`src/logic/udcr_pkg.sv`:
```
package udcr_pkg;
    localparam int ADDR_W = 12;
    localparam int BURST_W = 8;
    localparam logic [11:0] CFG0_OFS = 12'h080;
    // Field positions
    localparam int B_LPM = 30;
    localparam int B_SUSP = 29;
    localparam int B_SPD = 13;
    localparam int B_UTX = 10;
    localparam int B_URX = 9;
    localparam int B_BIR = 6;
    localparam int B_BCE = 5;
    localparam int B_SWAP = 4;
    localparam int B_RWK = 2;
    localparam int B_PWR = 1;
    localparam int B_SBP = 0;
    // Byte lanes holding writable fields
    localparam int L_HI = 3;
    localparam int L_MID = 1;
    localparam int L_LO = 0;
    localparam logic [2:0] SPD_HS = 3'h0;
    localparam logic [2:0] SPD_FS = 3'h1;
    // Image flag indices
    localparam int F_LPM = 0;
    localparam int F_SUSP = 1;
    localparam int F_SWAP = 2;
    localparam int F_RWK = 3;
    localparam int F_PWR = 4;
    localparam int F_W = 5;
    // Defaults when no image exists: pwr, rwk, swap, susp, lpm
    localparam logic [4:0] IMG_DEF = 5'h1b;
    localparam logic [31:0] RSVD_MASK = 32'h9fff1988;
    localparam logic [1:0] RESP_OKAY = 2'h0;
    localparam logic [1:0] RESP_SLVERR = 2'h2;
endpackage : udcr_pkg

```
`src/logic/udcr_axil_slave.sv`:
```
`timescale 1ns/1ps
module udcr_axil_slave (
    // Clock and reset
    input wire logic aclk,
    input wire logic aresetn,
    // Write channels
    input wire logic [udcr_pkg::ADDR_W-1:0] awaddr,
    input wire logic awvalid,
    output logic awready,
    input wire logic [31:0] wdata,
    input wire logic [3:0] wstrb,
    input wire logic wvalid,
    output logic wready,
    output logic [1:0] bresp,
    output logic bvalid,
    input wire logic bready,
    // Read channels
    input wire logic [udcr_pkg::ADDR_W-1:0] araddr,
    input wire logic arvalid,
    output logic arready,
    output logic [31:0] rdata,
    output logic [1:0] rresp,
    output logic rvalid,
    input wire logic rready,
    // Register side
    output logic wr_en,
    output logic [udcr_pkg::ADDR_W-1:0] wr_addr,
    output logic [31:0] wr_data,
    output logic [3:0] wr_strb,
    input wire logic wr_err,
    output logic rd_en,
    output logic [udcr_pkg::ADDR_W-1:0] rd_addr,
    input wire logic [31:0] rd_data,
    input wire logic rd_err
);
    logic aw_have_q;
    logic w_have_q;

    assign awready = !aw_have_q && !bvalid;
    assign wready = !w_have_q && !bvalid;
    assign wr_en = aw_have_q && w_have_q && !bvalid;
    assign arready = !rvalid;
    assign rd_en = arvalid && arready;
    assign rd_addr = araddr;

    always_ff @(posedge aclk) begin
        if (!aresetn) begin
            aw_have_q <= 1'b0;
            wr_addr <= '0;
        end else if (awvalid && awready) begin
            aw_have_q <= 1'b1;
            wr_addr <= awaddr;
        end else if (wr_en) begin
            aw_have_q <= 1'b0;
        end
    end

    always_ff @(posedge aclk) begin
        if (!aresetn) begin
            w_have_q <= 1'b0;
            wr_data <= '0;
            wr_strb <= '0;
        end else if (wvalid && wready) begin
            w_have_q <= 1'b1;
            wr_data <= wdata;
            wr_strb <= wstrb;
        end else if (wr_en) begin
            w_have_q <= 1'b0;
        end
    end

    always_ff @(posedge aclk) begin
        if (!aresetn) begin
            bvalid <= 1'b0;
            bresp <= udcr_pkg::RESP_OKAY;
        end else if (wr_en) begin
            bvalid <= 1'b1;
            bresp <= wr_err ? udcr_pkg::RESP_SLVERR : udcr_pkg::RESP_OKAY;
        end else if (bready) begin
            bvalid <= 1'b0;
        end
    end

    always_ff @(posedge aclk) begin
        if (!aresetn) begin
            rvalid <= 1'b0;
            rdata <= '0;
            rresp <= udcr_pkg::RESP_OKAY;
        end else if (rd_en) begin
            rvalid <= 1'b1;
            rdata <= rd_err ? 32'h0 : rd_data;
            rresp <= rd_err ? udcr_pkg::RESP_SLVERR : udcr_pkg::RESP_OKAY;
        end else if (rready) begin
            rvalid <= 1'b0;
        end
    end
endmodule : udcr_axil_slave

```
`src/logic/udcr_usb_config_zero.sv`:
```
`timescale 1ns/1ps
// Function
// [RULE1] Bit 30 enables link power management support.
// [RULE2] Bit 29 low blocks suspend; high lets suspend conditions suspend the PHY.
// [RULE3] Bits 15:13 pick connect speed: 000 high, 001 full; default 000.
// [RULE4] Writing 1 to bit 10 pulses bulk-in transmitter reset, reads 0; code reads 1 in the pulse cycle.
// [RULE5] Writing 1 to bit 9 pulses bulk-out receiver reset, reads 0; code reads 1 in the pulse cycle.
// [RULE6] IN token on empty FIFO: ZLP if bit 6 clear, NAK if set.
// [RULE7] Bit 5 applies the burst-limit value; clear ignores it.
// [RULE8] Read-only bit 4 reports whether D+ and D- pins are swapped.
// [RULE9] Remote wakeup supported only while bit 2 is set.
// [RULE10] Bit 1 reports power: 0 bus powered, 1 self powered.
// [RULE11] Sync loss stalls bulk-out pipe unless bit 0 is set; default 0.
// [RULE12] Suspend allow loads from EEPROM, else OTP, else 1; restored on resets.
// [RULE13] Line swap loads from EEPROM, else OTP, else 0; restored on resets.
// [RULE14] LPM and remote wake load EEPROM, else OTP, else 1; restored on resets.
// [RULE15] Power source loads from EEPROM only, else 1; restored on resets.
// [RULE16] Protected fields keep their value across resets while protection is on.
// [RULE17] Empty-reply select and burst-limit enable are read/write, reset 0.
// [RULE18] Reserved bits read zero and ignore writes.
module udcr_usb_config_zero (
    // Clock and reset
    input wire logic aclk,
    input wire logic aresetn,
    // AXI4-Lite write
    input wire logic [udcr_pkg::ADDR_W-1:0] awaddr,
    input wire logic awvalid,
    output logic awready,
    input wire logic [31:0] wdata,
    input wire logic [3:0] wstrb,
    input wire logic wvalid,
    output logic wready,
    output logic [1:0] bresp,
    output logic bvalid,
    input wire logic bready,
    // AXI4-Lite read
    input wire logic [udcr_pkg::ADDR_W-1:0] araddr,
    input wire logic arvalid,
    output logic arready,
    output logic [31:0] rdata,
    output logic [1:0] rresp,
    output logic rvalid,
    input wire logic rready,
    // Configuration image loader
    input wire logic img_load,
    input wire logic eeprom_present,
    input wire logic otp_configured,
    input wire logic [udcr_pkg::F_W-1:0] ee_flags,
    input wire logic [udcr_pkg::F_W-1:0] otp_flags,
    // Reset events
    input wire logic usb_reset,
    input wire logic lite_reset,
    input wire logic reset_protect,
    // USB core
    input wire logic suspend_cond,
    output logic phy_suspend_n,
    output logic lpm_enable,
    output logic [2:0] connect_speed_sel,
    output logic bulk_in_transmitter_rst,
    output logic bulk_out_receiver_rst,
    input wire logic in_token,
    input wire logic rx_fifo_empty,
    output logic in_reply_zlp,
    output logic in_reply_nak,
    input wire logic [udcr_pkg::BURST_W-1:0] burst_cap,
    output logic [udcr_pkg::BURST_W-1:0] tx_burst_limit,
    output logic burst_limit_active,
    output logic line_swap,
    output logic remote_wake_support,
    output logic self_powered,
    input wire logic sync_loss,
    output logic bulk_out_stall
);
    logic wr_en;
    logic [udcr_pkg::ADDR_W-1:0] wr_addr;
    logic [31:0] wr_data;
    logic [3:0] wr_strb;
    logic rd_en;
    logic [udcr_pkg::ADDR_W-1:0] rd_addr;
    logic [31:0] rd_word;
    logic wr_hit;
    logic rst_evt;
    logic restore;
    logic [udcr_pkg::F_W-1:0] img_sel;
    logic [udcr_pkg::F_W-1:0] img_q;
    logic lpm_q;
    logic susp_q;
    logic [2:0] spd_q;
    logic utx_q;
    logic urx_q;
    logic bir_q;
    logic bce_q;
    logic swap_q;
    logic rwk_q;
    logic pwr_q;
    logic sbp_q;

    function automatic logic hit(input logic [udcr_pkg::ADDR_W-1:0] a);
        hit = (a[udcr_pkg::ADDR_W-1:2] == udcr_pkg::CFG0_OFS[udcr_pkg::ADDR_W-1:2]);
    endfunction : hit

    function automatic logic lane(input int l);
        lane = wr_hit && wr_strb[l];
    endfunction : lane

    udcr_axil_slave u_slave (
        .aclk(aclk),
        .aresetn(aresetn),
        .awaddr(awaddr),
        .awvalid(awvalid),
        .awready(awready),
        .wdata(wdata),
        .wstrb(wstrb),
        .wvalid(wvalid),
        .wready(wready),
        .bresp(bresp),
        .bvalid(bvalid),
        .bready(bready),
        .araddr(araddr),
        .arvalid(arvalid),
        .arready(arready),
        .rdata(rdata),
        .rresp(rresp),
        .rvalid(rvalid),
        .rready(rready),
        .wr_en(wr_en),
        .wr_addr(wr_addr),
        .wr_data(wr_data),
        .wr_strb(wr_strb),
        .wr_err(!hit(wr_addr)),
        .rd_en(rd_en),
        .rd_addr(rd_addr),
        .rd_data(rd_word),
        .rd_err(!hit(rd_addr))
    );

    assign wr_hit = wr_en && hit(wr_addr);
    assign rst_evt = usb_reset || lite_reset;
    assign restore = rst_evt && !reset_protect; // RULE16

    // Image value: EEPROM first, then OTP (except power), then fixed default
    always_comb begin
        for (int i = 0; i < udcr_pkg::F_W; i++) begin
            if (eeprom_present) begin
                img_sel[i] = ee_flags[i];
            end else if (otp_configured) begin
                img_sel[i] = otp_flags[i];
            end else begin
                img_sel[i] = udcr_pkg::IMG_DEF[i];
            end
        end
        if (!eeprom_present) begin
            img_sel[udcr_pkg::F_PWR] = udcr_pkg::IMG_DEF[udcr_pkg::F_PWR]; // RULE15
        end
    end

    // Last loaded image, source for reset restoration
    always_ff @(posedge aclk) begin
        if (!aresetn) begin
            img_q <= udcr_pkg::IMG_DEF;
        end else if (img_load) begin
            img_q <= img_sel; // RULE12 RULE13 RULE14 RULE15
        end
    end

    // Protected fields: image load, then reset event, then software write
    always_ff @(posedge aclk) begin
        if (!aresetn) begin
            lpm_q <= udcr_pkg::IMG_DEF[udcr_pkg::F_LPM];
            susp_q <= udcr_pkg::IMG_DEF[udcr_pkg::F_SUSP];
            rwk_q <= udcr_pkg::IMG_DEF[udcr_pkg::F_RWK];
            pwr_q <= udcr_pkg::IMG_DEF[udcr_pkg::F_PWR];
            spd_q <= udcr_pkg::SPD_HS;
        end else if (img_load) begin
            lpm_q <= img_sel[udcr_pkg::F_LPM]; // RULE14
            susp_q <= img_sel[udcr_pkg::F_SUSP]; // RULE12
            rwk_q <= img_sel[udcr_pkg::F_RWK]; // RULE14
            pwr_q <= img_sel[udcr_pkg::F_PWR]; // RULE15
            spd_q <= udcr_pkg::SPD_HS; // RULE3
        end else if (restore) begin
            lpm_q <= img_q[udcr_pkg::F_LPM]; // RULE14
            susp_q <= img_q[udcr_pkg::F_SUSP]; // RULE12
            rwk_q <= img_q[udcr_pkg::F_RWK]; // RULE14
            pwr_q <= img_q[udcr_pkg::F_PWR]; // RULE15
            spd_q <= udcr_pkg::SPD_HS; // RULE3
        end else begin
            if (lane(udcr_pkg::L_HI)) begin
                lpm_q <= wr_data[udcr_pkg::B_LPM]; // RULE1
                susp_q <= wr_data[udcr_pkg::B_SUSP]; // RULE2
            end
            if (lane(udcr_pkg::L_MID)) begin
                spd_q <= wr_data[udcr_pkg::B_SPD+:3]; // RULE3
            end
            if (lane(udcr_pkg::L_LO)) begin
                rwk_q <= wr_data[udcr_pkg::B_RWK]; // RULE9
                pwr_q <= wr_data[udcr_pkg::B_PWR]; // RULE10
            end
        end
    end

    // Line swap is read-only; only image and reset events move it
    always_ff @(posedge aclk) begin
        if (!aresetn) begin
            swap_q <= udcr_pkg::IMG_DEF[udcr_pkg::F_SWAP];
        end else if (img_load) begin
            swap_q <= img_sel[udcr_pkg::F_SWAP]; // RULE13
        end else if (rst_evt) begin
            swap_q <= img_q[udcr_pkg::F_SWAP]; // RULE13
        end
    end

    // Plain software fields
    always_ff @(posedge aclk) begin
        if (!aresetn) begin
            bir_q <= 1'b0;
            bce_q <= 1'b0;
            sbp_q <= 1'b0;
        end else if (lane(udcr_pkg::L_LO)) begin
            bir_q <= wr_data[udcr_pkg::B_BIR]; // RULE17
            bce_q <= wr_data[udcr_pkg::B_BCE]; // RULE17
            sbp_q <= wr_data[udcr_pkg::B_SBP]; // RULE11
        end
    end

    // Self-clearing datapath resets, one cycle each
    always_ff @(posedge aclk) begin
        if (!aresetn) begin
            utx_q <= 1'b0;
            urx_q <= 1'b0;
        end else begin
            utx_q <= lane(udcr_pkg::L_MID) && wr_data[udcr_pkg::B_UTX]; // RULE4
            urx_q <= lane(udcr_pkg::L_MID) && wr_data[udcr_pkg::B_URX]; // RULE5
        end
    end

    // Suspend request toward the PHY
    always_ff @(posedge aclk) begin
        if (!aresetn) begin
            phy_suspend_n <= 1'b1;
        end else begin
            phy_suspend_n <= !(suspend_cond && susp_q); // RULE2
        end
    end

    // Reply to IN on an empty receive FIFO
    always_ff @(posedge aclk) begin
        if (!aresetn) begin
            in_reply_zlp <= 1'b0;
            in_reply_nak <= 1'b0;
        end else begin
            in_reply_zlp <= in_token && rx_fifo_empty && !bir_q; // RULE6
            in_reply_nak <= in_token && rx_fifo_empty && bir_q; // RULE6
        end
    end

    // Burst limit applied to the transmitter
    always_ff @(posedge aclk) begin
        if (!aresetn) begin
            tx_burst_limit <= '0;
        end else begin
            tx_burst_limit <= bce_q ? burst_cap : '0; // RULE7
        end
    end

    // Bulk-out stall on loss of sync
    always_ff @(posedge aclk) begin
        if (!aresetn) begin
            bulk_out_stall <= 1'b0;
        end else begin
            bulk_out_stall <= sync_loss && !sbp_q; // RULE11
        end
    end

    assign lpm_enable = lpm_q; // RULE1
    assign connect_speed_sel = spd_q; // RULE3
    assign bulk_in_transmitter_rst = utx_q;
    assign bulk_out_receiver_rst = urx_q;
    assign burst_limit_active = bce_q; // RULE7
    assign line_swap = swap_q; // RULE8
    assign remote_wake_support = rwk_q; // RULE9
    assign self_powered = pwr_q; // RULE10

    always_comb begin
        rd_word = '0; // RULE18
        rd_word[udcr_pkg::B_LPM] = lpm_q;
        rd_word[udcr_pkg::B_SUSP] = susp_q;
        rd_word[udcr_pkg::B_SPD+:3] = spd_q;
        rd_word[udcr_pkg::B_UTX] = utx_q;
        rd_word[udcr_pkg::B_URX] = urx_q;
        rd_word[udcr_pkg::B_BIR] = bir_q;
        rd_word[udcr_pkg::B_BCE] = bce_q;
        rd_word[udcr_pkg::B_SWAP] = swap_q; // RULE8
        rd_word[udcr_pkg::B_RWK] = rwk_q;
        rd_word[udcr_pkg::B_PWR] = pwr_q;
        rd_word[udcr_pkg::B_SBP] = sbp_q;
    end

    logic quiet;
    assign quiet = !img_load && !restore;
endmodule : udcr_usb_config_zero

```
`config.mk`:
```
export PLATFORM = sky130hd
export DESIGN_NAME = udcr_usb_config_zero
export DESIGN_NICKNAME = d
export VERILOG_FILES = /design/src/logic/udcr_pkg.sv /design/src/logic/udcr_axil_slave.sv /design/src/logic/udcr_usb_config_zero.sv
export SDC_FILE = /design/constraint.sdc
export NUM_CORES = 1
export LEC_CHECK = 0
export BUFFER_PORTS_ARGS = -buffer_cell sky130_fd_sc_hd__clkbuf_2
export CORE_MARGIN = 10
export CORE_UTILIZATION = 48
export CTS_CLUSTER_DIAMETER = 60
export DETAILED_ROUTE_END_ITERATION = 8
export HOLD_SLACK_MARGIN = 0.03
export PLACE_DENSITY = 0.83
export SLEW_MARGIN = 20
export SYNTH_ARGS = -nofsm -noshare
export SYNTH_HDL_FRONTEND = slang
export SYNTH_SLANG_ARGS = --single-unit
```
`constraint.sdc`:
```
create_clock -name aclk -period 2.9 [get_ports aclk]
set_input_delay 0.29 -clock aclk [delete_from_list [all_inputs] [get_ports aclk]]
set_output_delay 0.29 -clock aclk [all_outputs]
set_load 0.005 [all_outputs]
```
* Yosys cells after proc, flatten, opt, wreduce, memory -nomap -nowiden
Cells that the tools add are included.
Operators by class: bitwise operators 1, eq/ne operators 2, reductions and logical operators 37, multiplexer cells 33
Operator list (count):
- 31-bit 2-to-1 mux | 1
- 1-bit 2-to-1 mux | 30
- 10-bit by 6-bit == test with 1-bit output, second input constant | 2
- 1-bit logical AND | 19
- 2-bit nonzero test | 5
- 1-bit zero test | 8
- 3-bit nonzero test | 2
- 2-bit 2-to-1 mux | 2
- 3-bit OR reduction | 1
- 2-bit AND reduction | 1
- 1-bit logical OR | 1
- 1-bit NOT | 1
Storage, ports and cells: register bits after elaboration 117, input bits 95, output and inout bits 63, logic and storage cells 100

* Logic depth before layout (Yosys ltp)
depth in word-level cells 7, depth in mapped cells 6, mapped depth without buffers 4

* By module
Synthesis repeated with hierarchy kept, for this count alone.
Unflattened totals: cells, all modules 527, area total of the unflattened synthesis 4673.2 um2
Modules (own cells, without submodules):
- udcr_axil_slave | times used 1, seq. area each 1721.7 um2, area an instance 3449.6 um2, cells an instance 401
- udcr_usb_config_zero | times used 1, seq. area each 600.6 um2, area an instance 1223.7 um2, cells an instance 126

* Worst setup path after synthesis
Ideal clock, no wire load.
path type reg2reg, start register u_slave.bvalid, end register lpm_q, in the netlist lpm_enable, stages on the path, launching flop included 6, library setup time 121 ps, data required time 2779 ps, setup slack 1381 ps, path buffers 1, period minus slack after synthesis 1519 ps, arrival time 1398 ps, cell sequence dfxtp_1 and3b_1 and4_1 buf_6 a21oi_4 mux2_4
On the way: word-level cells in the longest chain between the ends 5
Ends and longest elaborated chain:
- start, declared | line udcr_axil_slave.sv:15 | output logic bvalid,
- start signal, assigned | line udcr_axil_slave.sv:74 | bvalid <= 1'b0;
- start signal, assigned | line udcr_axil_slave.sv:77 | bvalid <= 1'b1;
- start signal, assigned | line udcr_axil_slave.sv:80 | bvalid <= 1'b0;
- 1-bit zero test | line udcr_axil_slave.sv:41 | assign wr_en = aw_have_q && w_have_q && !bvalid;
- 1-bit logical AND | line udcr_axil_slave.sv:41
- 1-bit logical AND | line udcr_usb_config_zero.sv:137 | assign wr_hit = wr_en && hit(wr_addr);
- 1-bit logical AND | line udcr_usb_config_zero.sv:103 | lane = wr_hit && wr_strb[l];
- 3-bit nonzero test (no line)
- end signal, assigned | line udcr_usb_config_zero.sv:169 | lpm_q <= udcr_pkg::IMG_DEF[udcr_pkg::F_LPM];
- end signal, assigned | line udcr_usb_config_zero.sv:175 | lpm_q <= img_sel[udcr_pkg::F_LPM];
- end signal, assigned | line udcr_usb_config_zero.sv:181 | lpm_q <= img_q[udcr_pkg::F_LPM];
- end, declared | line udcr_usb_config_zero.sv:86 | logic lpm_q;
Every way passes these cells. A chain may end at the register's enable or synchronous reset.

* Worst setup path after layout
start register u_slave.wr_addr[6] in the netlist's numbering, end register rwk_q, in the netlist remote_wake_support
On the way: word-level cells in the longest chain between the ends 4
Ends and longest elaborated chain:
- start, declared | line udcr_axil_slave.sv:27 | output logic [udcr_pkg::ADDR_W-1:0] wr_addr,
- start signal, assigned | line udcr_axil_slave.sv:52 | wr_addr <= awaddr;
- 10-bit by 6-bit == test with 1-bit output | line udcr_usb_config_zero.sv:99 | hit = (a[udcr_pkg::ADDR_W-1:2] == udcr_pkg::CFG0_OFS[udcr_pkg::ADDR_W-1:2]);
- 1-bit logical AND | line udcr_usb_config_zero.sv:137
- 1-bit logical AND | line udcr_usb_config_zero.sv:103
- 3-bit nonzero test (no line)
- end signal, assigned | line udcr_usb_config_zero.sv:171 | rwk_q <= udcr_pkg::IMG_DEF[udcr_pkg::F_RWK];
- end signal, assigned | line udcr_usb_config_zero.sv:177 | rwk_q <= img_sel[udcr_pkg::F_RWK];
- end signal, assigned | line udcr_usb_config_zero.sv:183 | rwk_q <= img_q[udcr_pkg::F_RWK];
- end, declared | line udcr_usb_config_zero.sv:94 | logic rwk_q;
Every way passes these cells.

==> results.sh <==
export IMPL_cts_htree_levels=3
export IMPL_cts_tree="done"
export IMPL_min_to="phy_suspend_n"
export IMPL_instances_no_fill=520
export IMPL_totalPowerFinal_uw=2250
export IMPL_die_h_um=97.9
export IMPL_row_count=28
export IMPL_yosysWarnings=0
export IMPL_cellPowerDensity_nw_per_um2=616
export IMPL_ios=158
export IMPL_rsz0062_at_grt="no"
export IMPL_report_final_setup_viol=0
export IMPL_leakage_uw=0.00173
export IMPL_min_period_over_period_pct=60.9
export IMPL_layout_drive_gt1_share_pct=31.2
export IMPL_criticalPathCategory="register to register"
export IMPL_grt_pass1_vias=2664
export IMPL_fmax_ghz=0.566
export IMPL_critical_path_buf_inv_count=0
export IMPL_worstSetupStartpointType="register"
export IMPL_vias_per_cell=4.90
export IMPL_relSlewSlack_pct=61.5
export IMPL_cts_hold_fix_buffers=0
export IMPL_ctsRootBufferMaster="clkbuf_8"
export IMPL_r2r_cells=4
export IMPL_hold_class="input pin to register"
export IMPL_crit_chain="nor4b_2 > and4_1 > a21oi_2 > mux2_4"
export IMPL_grt_pass1_wl_um=12700
export IMPL_tns_ps=0
export IMPL_dp_hpwl_um=5780
export IMPL_path_delay_family="simple AND/OR/NAND/NOR gates"
export IMPL_syn_area_sq_um=2910
export IMPL_r2r_start="u_slave.wr_addr[6]"
export IMPL_cts_max_path_buffers=2
export IMPL_required_ps=3130
export IMPL_clk_pin_slew_worst_paths_ps=80
export IMPL_overflow=0
export IMPL_seq_area_frac_synth_pct=50.9
export IMPL_wl_per_cell_um=14.6
export IMPL_vias=2549
export IMPL_cts_setup_buffers=0
export IMPL_syn_inst=336
export IMPL_place_ws_ps=1160
export IMPL_fin_util_pct=61.8
export IMPL_drt_iter0_markers=119
export IMPL_cts_buffers=9
export IMPL_hold_viol=0
export IMPL_areaGrowthSynthToFinish_pct=25.6
export IMPL_drc=0
export IMPL_antennaDiodeCount=0
export IMPL_worst_pin_slew_ps=578
export IMPL_cp_max_fo=10
export IMPL_crit_slowest_cell="and4_1"
export IMPL_startpoint="u_slave.wr_addr[6]"
export IMPL_grt_max_degree=48
export IMPL_final_max_slew_viol_count=0
export IMPL_whs_path_depth=2
export IMPL_synth_seq_cells=74
export IMPL_fin_skew_ps=7.81
export IMPL_avgSynthCellArea_sq_um=8.67
export IMPL_final_antenna_net_count=0
export IMPL_totalWireLength_um=7610
export IMPL_die_area_sq_um=9580
export IMPL_worst_r2r_endpoint="remote_wake_support"
export IMPL_drv_cap=0
export IMPL_clock_latency_ps=340
export IMPL_core_sq_um=5920
export IMPL_cts_sinks=74
export IMPL_slowest_delay_ps=540
export IMPL_min_period_ps=1770
export IMPL_start_util_pct=49.2
export IMPL_die_x_um=97.9
export IMPL_r2r_slack_ps=1130
export IMPL_status="finished, final reports clean"
export IMPL_io_buffer_count=110
export IMPL_setup_ws_ps=1130
export IMPL_arrival_ps=2000
export IMPL_final_nets=535
export IMPL_antenna_found_initial=0
export IMPL_place_gp_congestion=0.781
export IMPL_hold_start="suspend_cond"
export IMPL_first_pass_iters=5
export IMPL_synth_distinct_cells=38
export IMPL_place_inst=504
export IMPL_grtUsageTotal_pct=15.7
export IMPL_crit_path_end_kind="register"
export IMPL_cts_resized=0
export IMPL_worst_ir_drop_vdd_uv=512
-- synth_stat cells (all sizes together) --
master,count,area (sq um)
mux2i,3,30.0
nor3,1,5.00
nor4b,2,23.8
or3b,3,26.3
nand2,64,240
nor3b,1,7.51
inv,10,37.5
nand2b,8,50.1
and3,11,68.8
mux2,5,67.6
and2,3,21.3
a31oi,3,18.8
dfxtp,74,1480
a22oi,13,97.6
o21bai,1,11.3
nand4,4,25.0
o21ai,15,75.1
clkbuf,13,48.8
conb,1,3.75
buf,26,188
and4,1,8.76
a21oi,35,190
nand3,5,25.0
nor2,27,101
and3b,1,8.76
and4b,1,10.0
o22ai,2,12.5
a41oi,1,8.76
nor4,2,18.8
-- logic make-up after synthesis --
kind of cell    synth area share [%]
simple gates                    22.0
flops                           50.9
compound gates                  14.2
buf+inv                         9.41
mux                             3.35
other cells                    0.129
-- per-layer routing --
metal	vias up	routed length (um)	global-route usage, %
li1	1302	-	-
met1	1138	3290	17.9
met2	101	3560	25.8
met3	8	674	6.55
met4	0	78	5.59
met5	-	0	0
-- worst reg2reg max path, cell delays in order (launching register included) --
cell     delay (ps)
dfxtp_1         320
nor4b_2         350
and4_1          540
a21oi_2         140
mux2_4          310
-- cell type report --
cell class	count	area (sq um)
repair buffers	112	566
clock inverters	3	68.8
flip-flops and latches	74	1480
multi-input cells	233	1230
fillers	539	2260
clock buffers	13	179
inverters	10	37.5
well taps	75	93.8
-- placed cells by master, fill, tap and decap left out, types with 3 or more instances in the layout --
cell type,Yosys,routed
clkbuf_2,0,110
a21oi_1,33,33
o21ai_0,15,15
a22oi_1,13,13
nand3_1,5,5
nand4_1,4,4
a31oi_1,3,3
mux2_4,3,3
clkbuf_8,0,13
mux2i_1,3,3
or3b_1,3,3
nand2b_1,8,8
and3_1,11,11
nand2_1,64,64
nor2_1,27,27
inv_1,10,10
dfxtp_1,74,74
conb_1,1,21
-- state kept, by name (all words and copies together) (netlist names), 3 cells and up --
signal,cells
u_slave.wr_strb,3
u_slave.wr_addr,10
connect_speed_sel,3
u_slave.rdata,13
tx_burst_limit,8
u_slave.wr_data,12
img_q,5
-- stage by stage --
stage / hold slack [ps] / instance area, sq um
finish: 137 / 3660
global placement: 389 / 3410
detailed placement: 395 / 3410
floorplan: 375 / 2990
CTS: 126 / 3660
global route: 138 / 3660
-- worst max-delay path by stage --
stage / depth (start not counted) / slack [ps] / endpoint
finish: 4 / 1130 / remote_wake_support
global route: 4 / 1030 / remote_wake_support
CTS: 4 / 1150 / remote_wake_support
detailed placement: 4 / 1160 / remote_wake_support
global placement: 4 / 1190 / remote_wake_support
floorplan: 5 / 1380 / lpm_enable
-- report_power, final --
part	internal [uW]	switching, uW	leakage (uW)	total (uW)
combinational	95.0	118	0.00100	213
sequential	1060	28.4	0.000604	1090
clock	581	371	0.000126	952
total	1730	518	0.00173	2250
No activity file was read; power rests on OpenSTA's default activity.
